===== src/abc_pkg.sv =====
// Purpose: shared constants for the board control and gpio register bank
// Assumes: 32-bit plain register port, byte addressed, 250 MHz ref_clk
// Notes:   both 16-bit registers share one aligned word

// ****************************************************************
// package
// ****************************************************************
package abc_pkg;

    localparam int          ADDR_W          = 21;
    localparam int          DATA_W          = 32;
    localparam int          BE_W            = 4;
    localparam int          REG_W           = 16;
    localparam int          SAMPLE_W        = 16;
    localparam int          NUM_CHAN        = 2;

    // register byte addresses
    localparam logic [20:0] CTRL_ADDR       = 21'h00_8100;
    localparam logic [20:0] GPIO_ADDR       = 21'h00_8102;
    localparam int          WORD_LSB        = 2;

    // control and gpio field positions
    localparam int          GPIO_MODE_LSB   = 0;
    localparam int          GPIO_MODE_MSB   = 1;
    localparam int          CLK_SRC_LSB     = 3;
    localparam int          CLK_SRC_MSB     = 4;
    localparam int          STORE_EN_LSB    = 5;
    localparam int          AMP_PWR_LSB     = 8;
    localparam int          BASE_CLK_BIT    = 10;
    localparam int          GPIO_LEVEL_BIT  = 0;

    // implemented bits; all others read zero
    localparam logic [15:0] CTRL_WMASK      = 16'h077B;
    localparam logic [15:0] GPIO_WMASK      = 16'h0001;
    localparam logic [15:0] CTRL_RESET      = 16'h0000;
    localparam logic        GPIO_OUT_RESET  = 1'b0;
    localparam logic [31:0] RD_ZERO         = 32'h0000_0000;

    typedef enum logic [1:0]
    {
        ABC_GPIO_IN     = 2'b00,
        ABC_GPIO_OUT    = 2'b01,
        ABC_GPIO_PLL2   = 2'b10,
        ABC_GPIO_UNUSED = 2'b11
    } abc_gpio_mode_t;

    localparam logic [1:0]  CLK_SRC_XTAL    = 2'b00;
    localparam logic [1:0]  CLK_SRC_EXT     = 2'b10;

    // amplifier settling time
    localparam int          CLK_PERIOD_PS   = 4000;
    localparam int          AMP_SETTLE_US   = 10;
    localparam int          AMP_SETTLE_CYC  = (AMP_SETTLE_US * 1000000 + CLK_PERIOD_PS - 1) / CLK_PERIOD_PS;
    localparam int          SETTLE_CNT_W    = 12;

endpackage


===== src/abc_board_ctrl.sv =====
// Purpose: board global control and gpio level registers of a two-channel adc mezzanine
// Assumes: plain register port with byte enables; read data one cycle after the read strobe
// Notes:   control word at 0x8100 lanes 1:0, gpio level at 0x8102 lanes 3:2
`timescale 1ns/100ps

module abc_board_ctrl
#(
    parameter int AW          = abc_pkg::ADDR_W,
    parameter int DW          = abc_pkg::DATA_W,
    parameter int SW          = abc_pkg::SAMPLE_W,
    parameter int NCH         = abc_pkg::NUM_CHAN,
    parameter int SETTLE_CYC  = abc_pkg::AMP_SETTLE_CYC
)
(
    input  wire logic                 ref_clk,
    input  wire logic                 resetn,
    input  wire logic [AW-1:0]        reg_addr,
    input  wire logic [DW-1:0]        reg_wdata,
    input  wire logic [DW/8-1:0]      reg_be,
    input  wire logic                 reg_wr,
    input  wire logic                 reg_rd,
    output logic      [DW-1:0]        reg_rdata,
    input  wire logic                 gpio_in,
    output logic                      gpio_out,
    output logic                      gpio_oe,
    input  wire logic                 pll_clk2,
    output logic                      clk_src_ext,
    output logic                      base_clk_en,
    output logic      [NCH-1:0]       amp_pwr_en,
    output logic      [NCH-1:0]       amp_settled,
    input  wire logic [NCH-1:0]       sample_valid,
    input  wire logic [NCH*SW-1:0]    sample_data,
    input  wire logic [NCH-1:0]       fifo_full,
    output logic      [NCH-1:0]       fifo_wr_en,
    output logic      [NCH*SW-1:0]    fifo_wr_data,
    output logic      [NCH-1:0]       sample_dropped
);

    // ****************************************************************
    // address decode
    // ****************************************************************
    // both registers live in one aligned word; byte lanes pick which
    wire logic        word_hit  = (reg_addr[AW-1:abc_pkg::WORD_LSB] ==
                                   abc_pkg::CTRL_ADDR[AW-1:abc_pkg::WORD_LSB]);
    wire logic        wr_hit    = reg_wr & word_hit;
    wire logic        rd_hit    = reg_rd & word_hit;

    // ****************************************************************
    // byte lane masks
    // ****************************************************************
    wire logic [15:0] ctrl_lane = {{8{reg_be[1]}}, {8{reg_be[0]}}};
    wire logic [15:0] gpio_lane = {{8{reg_be[3]}}, {8{reg_be[2]}}};
    wire logic [15:0] ctrl_wd   = reg_wdata[15:0];
    wire logic [15:0] gpio_wd   = reg_wdata[31:16];

    // ****************************************************************
    // control register
    // ****************************************************************
    logic      [15:0] ctrl_reg;
    logic      [15:0] ctrl_next;
    logic             gpio_out_reg;
    logic             gpio_out_next;

    wire logic [15:0] ctrl_merge = (ctrl_reg & ~ctrl_lane) | (ctrl_wd & ctrl_lane);

    // unimplemented bits never store anything
    assign ctrl_next = wr_hit ? (ctrl_merge & abc_pkg::CTRL_WMASK) : ctrl_reg;

    always_ff @(posedge ref_clk or negedge resetn)
    begin
        if (!resetn)
        begin
            ctrl_reg <= abc_pkg::CTRL_RESET;
        end
        else
        begin
            ctrl_reg <= ctrl_next;
        end
    end

    // ****************************************************************
    // control field decode
    // ****************************************************************
    wire logic [1:0]     gpio_mode  = ctrl_reg[abc_pkg::GPIO_MODE_MSB:abc_pkg::GPIO_MODE_LSB];
    wire logic [1:0]     clk_src    = ctrl_reg[abc_pkg::CLK_SRC_MSB:abc_pkg::CLK_SRC_LSB];
    // unused codes fall back to the crystal, the safe source
    wire logic           ext_sel    = (clk_src == abc_pkg::CLK_SRC_EXT);
    // both enables come from the same flop word, so one write moves both
    wire logic [NCH-1:0] store_en   = ctrl_reg[abc_pkg::STORE_EN_LSB +: NCH];
    wire logic [NCH-1:0] amp_req    = ctrl_reg[abc_pkg::AMP_PWR_LSB +: NCH];
    wire logic           base_clk   = ctrl_reg[abc_pkg::BASE_CLK_BIT];
    wire logic           mode_out   = (gpio_mode == abc_pkg::ABC_GPIO_OUT);

    // ****************************************************************
    // gpio level register
    // ****************************************************************
    wire logic gpio_lvl_we = wr_hit & gpio_lane[abc_pkg::GPIO_LEVEL_BIT];

    // the written level is kept in any mode, but reaches the pin only in output mode
    assign gpio_out_next = gpio_lvl_we ? gpio_wd[abc_pkg::GPIO_LEVEL_BIT] : gpio_out_reg;

    always_ff @(posedge ref_clk or negedge resetn)
    begin
        if (!resetn)
        begin
            gpio_out_reg <= abc_pkg::GPIO_OUT_RESET;
        end
        else
        begin
            gpio_out_reg <= gpio_out_next;
        end
    end

    // ****************************************************************
    // gpio pad
    // ****************************************************************
    logic gpio_level;

    abc_gpio_pad u_gpio_pad
    (
        .ref_clk   (ref_clk),
        .resetn    (resetn),
        .mode      (gpio_mode),
        .out_level (gpio_out_reg),
        .pll_clk2  (pll_clk2),
        .pin_in    (gpio_in),
        .pin_out   (gpio_out),
        .pin_oe    (gpio_oe),
        .pin_level (gpio_level)
    );

    // ****************************************************************
    // read path
    // ****************************************************************
    // input and clock modes show the pin, output mode shows the driven value
    wire logic        gpio_rd_bit = mode_out ? gpio_out_reg : gpio_level;
    wire logic [15:0] gpio_rd16   = {15'h0000, gpio_rd_bit} & abc_pkg::GPIO_WMASK;
    wire logic [15:0] ctrl_rd16   = ctrl_reg & abc_pkg::CTRL_WMASK;
    wire logic [31:0] rd_word     = {gpio_rd16, ctrl_rd16};
    // lanes not enabled read zero so narrow reads never leak a neighbour
    wire logic [31:0] rd_lane     = {{8{reg_be[3]}}, {8{reg_be[2]}}, {8{reg_be[1]}}, {8{reg_be[0]}}};
    wire logic [31:0] rd_next     = rd_hit ? (rd_word & rd_lane) : abc_pkg::RD_ZERO;

    logic [DW-1:0] rdata_reg;

    always_ff @(posedge ref_clk or negedge resetn)
    begin
        if (!resetn)
        begin
            rdata_reg <= abc_pkg::RD_ZERO;
        end
        else
        begin
            rdata_reg <= rd_next;
        end
    end

    assign reg_rdata = rdata_reg;

    // ****************************************************************
    // clock and power outputs
    // ****************************************************************
    logic           clk_src_ext_reg;
    logic           base_clk_en_reg;
    logic [NCH-1:0] amp_pwr_reg;

    always_ff @(posedge ref_clk or negedge resetn)
    begin
        if (!resetn)
        begin
            clk_src_ext_reg <= 1'b0;
            base_clk_en_reg <= 1'b0;
            amp_pwr_reg     <= '0;
        end
        else
        begin
            clk_src_ext_reg <= ext_sel;
            base_clk_en_reg <= base_clk;
            amp_pwr_reg     <= amp_req;
        end
    end

    assign clk_src_ext = clk_src_ext_reg;
    assign base_clk_en = base_clk_en_reg;
    assign amp_pwr_en  = amp_pwr_reg;

    // ****************************************************************
    // amplifier settling and per-channel storage
    // ****************************************************************
    localparam logic [abc_pkg::SETTLE_CNT_W-1:0] SETTLE_LAST =
        abc_pkg::SETTLE_CNT_W'(SETTLE_CYC - 1);

    genvar ch;
    generate
        for (ch = 0; ch < NCH; ch = ch + 1)
        begin : g_chan
            logic [abc_pkg::SETTLE_CNT_W-1:0] settle_cnt_reg;
            logic [abc_pkg::SETTLE_CNT_W-1:0] settle_cnt_next;
            logic                             settled_reg;

            // counts from power-up of the buffer; a power-down restarts it
            wire logic cnt_done = (settle_cnt_reg == SETTLE_LAST);
            assign settle_cnt_next = !amp_pwr_reg[ch] ? '0 :
                                     cnt_done         ? settle_cnt_reg :
                                     settle_cnt_reg + 1'b1;

            always_ff @(posedge ref_clk or negedge resetn)
            begin
                if (!resetn)
                begin
                    settle_cnt_reg <= '0;
                    settled_reg    <= 1'b0;
                end
                else
                begin
                    settle_cnt_reg <= settle_cnt_next;
                    settled_reg    <= amp_pwr_reg[ch] & cnt_done;
                end
            end

            assign amp_settled[ch] = settled_reg;

            abc_store_chan #(.DW(SW)) u_store
            (
                .ref_clk      (ref_clk),
                .resetn       (resetn),
                .store_en     (store_en[ch]),
                .sample_valid (sample_valid[ch]),
                .sample_data  (sample_data[ch*SW +: SW]),
                .fifo_full    (fifo_full[ch]),
                .wr_en        (fifo_wr_en[ch]),
                .wr_data      (fifo_wr_data[ch*SW +: SW]),
                .dropped      (sample_dropped[ch])
            );
        end
    endgenerate

endmodule


===== src/abc_store_chan.sv =====
// Purpose: one channel of sample storage towards its fifo or sram
// Assumes: sample_valid pulses once per adc clock period, synchronous to ref_clk
// Notes:   conversion keeps running; only the write is gated
`timescale 1ns/100ps

module abc_store_chan
#(
    parameter int DW = 16
)
(
    input  wire logic          ref_clk,
    input  wire logic          resetn,
    input  wire logic          store_en,
    input  wire logic          sample_valid,
    input  wire logic [DW-1:0] sample_data,
    input  wire logic          fifo_full,
    output logic               wr_en,
    output logic [DW-1:0]      wr_data,
    output logic               dropped
);

    // ****************************************************************
    // write gating
    // ****************************************************************
    wire logic take_sample = store_en & sample_valid & ~fifo_full;
    wire logic lose_sample = store_en & sample_valid & fifo_full;

    always_ff @(posedge ref_clk or negedge resetn)
    begin
        if (!resetn)
        begin
            wr_en   <= 1'b0;
            wr_data <= '0;
            dropped <= 1'b0;
        end
        else
        begin
            wr_en   <= take_sample;
            dropped <= lose_sample;
            if (take_sample)
            begin
                wr_data <= sample_data;
            end
        end
    end

endmodule


===== src/abc_gpio_pad.sv =====
// Purpose: gpio pin driver and sampler, selected by the gpio function field
// Assumes: pin input and pll clock 2 are synchronous to ref_clk
// Notes:   pll clock 2 passes through one flop, so it is limited to ref_clk/2
`timescale 1ns/100ps

module abc_gpio_pad
(
    input  wire logic       ref_clk,
    input  wire logic       resetn,
    input  wire logic [1:0] mode,
    input  wire logic       out_level,
    input  wire logic       pll_clk2,
    input  wire logic       pin_in,
    output logic            pin_out,
    output logic            pin_oe,
    output logic            pin_level
);

    // ****************************************************************
    // mode decode
    // ****************************************************************
    wire logic drive_level = (mode == abc_pkg::ABC_GPIO_OUT);
    wire logic drive_clock = (mode == abc_pkg::ABC_GPIO_PLL2);
    wire logic out_next    = drive_clock ? pll_clk2 : out_level;

    always_ff @(posedge ref_clk or negedge resetn)
    begin
        if (!resetn)
        begin
            pin_out   <= 1'b0;
            pin_oe    <= 1'b0;
            // idle pull-up level until the first sample
            pin_level <= 1'b1;
        end
        else
        begin
            pin_out   <= out_next;
            pin_oe    <= drive_level | drive_clock;
            pin_level <= pin_in;
        end
    end

endmodule


===== config.mk =====
export PLATFORM = sky130hd
export DESIGN_NAME = abc_board_ctrl
export DESIGN_NICKNAME = d
export VERILOG_FILES = /design/src/abc_pkg.sv /design/src/abc_board_ctrl.sv /design/src/abc_store_chan.sv /design/src/abc_gpio_pad.sv
export SDC_FILE = /design/constraint.sdc
export NUM_CORES = 1
export LEC_CHECK = 0
export BUFFER_PORTS_ARGS = -buffer_cell sky130_fd_sc_hd__clkbuf_2
export CORE_ASPECT_RATIO = 0.75
export CORE_MARGIN = 2
export CORE_UTILIZATION = 30
export CTS_CLUSTER_SIZE = 14
export DETAILED_ROUTE_END_ITERATION = 6
export GPL_ROUTABILITY_DRIVEN = 0
export SLEW_MARGIN = 10
export SYNTH_ARGS = -nofsm -noshare
export SYNTH_HDL_FRONTEND = slang
export SYNTH_HIERARCHICAL = 1
export SYNTH_SLANG_ARGS = --single-unit

===== constraint.sdc =====
create_clock -name ref_clk -period 3.2 [get_ports ref_clk]
set_input_delay 0.32 -clock ref_clk [delete_from_list [all_inputs] [get_ports ref_clk]]
set_output_delay 0.32 -clock ref_clk [all_outputs]
set_load 0.005 [all_outputs]

==> results.sh <==
export IMPL_place_port_buffers=127
export IMPL_antenna_found_initial=0
export IMPL_r2r_end="g_chan[0].settle_cnt_reg[1]"
export IMPL_clock_latency_ps=330
export IMPL_synth_cell_types=37
export IMPL_cp_max_fo=6
export IMPL_yosys_area_top_type="dfrtp_1"
export IMPL_finalCriticalPeriod_ps=1710
export IMPL_clk_pin_slew_ps=60
export IMPL_ys_seq_area_share_pct=58.2
export IMPL_area_growth_pct=27.6
export IMPL_synth_top_family_by_area="multiplexers"
export IMPL_synth_top_cell_area_share_pct=57.5
export IMPL_grt_max_degree=49
export IMPL_hpwl_um=6040
export IMPL_synthTopCellsByArea="dfrtp_1 (58%), mux2_4 (7.5%), mux2_2 (7.4%)"
export IMPL_synth_seq_cells=89
export IMPL_grt_use_met2_pct=18.9
export IMPL_grtUsageTotal_pct=12.4
export IMPL_drive_above_1_share_pct=45.9
export IMPL_cap_violations=0
export IMPL_grt_first_pass_wirelength_um=13100
export IMPL_fp_dieW_um=134
export IMPL_maxSlewViolCount=0
export IMPL_fp_coreArea_mm2=0.0123
export IMPL_reg2reg_from="g_chan[0].settle_cnt_reg[0]"
export IMPL_synth_area_per_cell_um2=13.2
export IMPL_reg2regPathDepth=5
export IMPL_synth_compound_area_share_pct=1.11
export IMPL_drt_initial_drc_count=115
export IMPL_maxSlewHeadroom_pct=59.2
export IMPL_gr_usage_met3_pct=4.76
export IMPL_drc=0
export IMPL_final_setup_tns_ps=0
export IMPL_cp_endpoint="g_chan[0].settle_cnt_reg[1]"
export IMPL_powerDensity_mw_per_mm2=482
export IMPL_cts_resized=0
export IMPL_clock_sinks=89
export IMPL_yosys_warnings=6
export IMPL_final_cell_area_mm2=0.00488
export IMPL_cp_start_kind="flip-flop"
export IMPL_period_share_pct=53.4
export IMPL_antenna_cells=0
export IMPL_cts_max_level=3
export IMPL_ant_nets=0
export IMPL_use_met1_pct=16.0
export IMPL_synth_xor_area_share_pct=3.89
export IMPL_startpoint="g_chan[0].settle_cnt_reg[0]"
export IMPL_wl_per_cell_um=13.7
export IMPL_place_area_mm2=0.00455
export IMPL_cp_data_arrival_time_ps=1920
export IMPL_start_util_pct=31.0
export IMPL_leakage_nw=2.67
export IMPL_ctsRootBufferMaster="clkbuf_16"
export IMPL_hold_path_class="input port to async pin"
export IMPL_layout_nets=524
export IMPL_drt_total_wl_um=8130
export IMPL_synth_cells=290
export IMPL_netlist_area_mm2=0.00383
export IMPL_rsz0062_at_grt="no"
export IMPL_ir_drop_mv=0.312
export IMPL_cts_setup_buffers=0
export IMPL_tightest_slew_ps=612
export IMPL_cts_path_max_buffers=2
export IMPL_end_kind="flip-flop"
export IMPL_muxShareOfSynthArea_pct=15.3
export IMPL_critPathKind="flip-flop to flip-flop"
export IMPL_num_vias=2564
export IMPL_ctsHoldBuffers=0
export IMPL_grt_pass1_vias=2578
export IMPL_num_rows=35
export IMPL_drtPass1Iterations=4
export IMPL_die_area_mm2=0.0137
export IMPL_setup_viol_count_final=0
export IMPL_rrSetupSlack_ps=1490
export IMPL_synthAdderAreaFrac_pct=0.980
export IMPL_cts_buffers=9
export IMPL_busiest_layer="met2"
export IMPL_crit_required_ps=3410
export IMPL_yosys_area_share_simple_pct=13.9
export IMPL_fp_dieH_um=102
export IMPL_io_pins=175
export IMPL_fmax_mhz=586
export IMPL_tritoncts="done"
export IMPL_finalHoldWorstSlack_ps=0.676
export IMPL_gr_total_overflow=0
export IMPL_status="complete, no violations"
export IMPL_hold_viol=0
export IMPL_skew_ps=3.47
export IMPL_vias_per_cell=4.32
==> logic make-up (layout without fill, tap and decap cells) <==
kind of cell,Yosys count,count (layout)
adder cells (fa/ha/maj),3,3
other,1,22
AND/OR/NAND/NOR,88,88
buffers and inverters,38,154
flip-flops,89,89
multiplexers,46,46
XOR/XNOR,17,17
AO/OA/AOI/OAI,8,8
==> metrics by stage <==
step	utilization, %	power (mW)	setup WS, ps	cells
finish	39.6	2.35	1490	593
CTS	39.6	2.40	1480	593
global route	39.6	2.45	1380	593
floorplan	-	1.18	1570	311
detailed placement	36.9	1.23	1300	577
global placement	36.9	1.23	1340	577
==> worst max-delay path: stages, from the launching register on <==
cell and delay (ps):
dfrtp_1 440, ha_1 310, nand4_1 180, or3_4 450, mux2i_1 160, nor2_1 50
==> placed cells by master (no fill, tap or decap), types with 2 or more instances in the layout <==
cell type,Yosys,final
and3_1,15,15
mux2_2,25,25
nor2_1,19,19
nor3_1,7,7
inv_1,9,9
nand4_1,6,6
xor2_1,6,6
bufinv_16,0,2
ha_1,3,3
o21ai_0,3,3
nor4_1,6,6
clkinv_2,0,2
conb_1,1,22
clkbuf_16,0,9
nand3b_4,2,2
buf_4,24,3
mux2i_1,2,2
nand2_1,4,4
mux2_4,19,19
nor2b_1,3,3
dfrtp_1,88,88
nand3_1,10,10
clkbuf_8,0,2
nor4b_1,2,2
or3_1,4,4
clkbuf_2,0,126
a21oi_1,4,4
xnor2_1,11,11
==> routing by layer <==
metal  vias up  share of wire (%)  routed length, um
met3        13                6.7                547
met4         0                1.8                145
met5         -                  0                  0
li1       1223                  -                  -
met1      1247                 45               3650
met2        81                 47               3790
==> where the power goes <==
part	switching, mW	internal, mW	total [mW]
registers	0.000174	1.13	1.13
clock network	0.422	0.724	1.15
logic	0.0444	0.0367	0.0811
total	0.466	1.89	2.35
==> layout make-up <==
cell class              count  area [um2]
clock buffers              11         253
inverters                   9        33.8
well taps                 166         208
flip-flops and latches     89        2230
clock inverters             5        77.6
multi-input cells         184        1430
repair buffers            129         653
fillers                  1237        7460
==> synth_stat cells, drive strengths merged <==
cell type / count
nor2: 19
dfstp: 1
nor4b: 2
mux2: 44
nand3: 10
or3: 5
buf: 26
nand4bb: 1
and3: 16
o21a: 1
nand2b: 1
nor2b: 3
xnor2: 11
o21ai: 3
dfrtp: 88
nor4: 6
nand4: 6
nor3b: 1
xor2: 6
ha: 3
a21oi: 4
conb: 1
nor3: 8
mux2i: 2
nand3b: 3
or4b: 1
clkbuf: 3
inv: 9
or4: 1
nand2: 4
and4: 1
==> worst min-delay path by stage <==
| stage | start | slack, ps | to |
|---|---|---|---|
| 2_1_floorplan | resetn | 20 | async pin |
| 3_3_place_gp | flip-flop | 370 | base_clk_en |
| 3_5_place_dp | flip-flop | 380 | base_clk_en |
| 4_1_cts | resetn | 20 | g_chan[0].settle_cnt_reg[6] |
| 5_1_grt | resetn | 50 | g_chan[1].u_store/wr_data[7] |
| 6_report | resetn | 0.7 | g_chan[1].u_store/wr_data[4] |
Power figures use the tool's default switching activity.
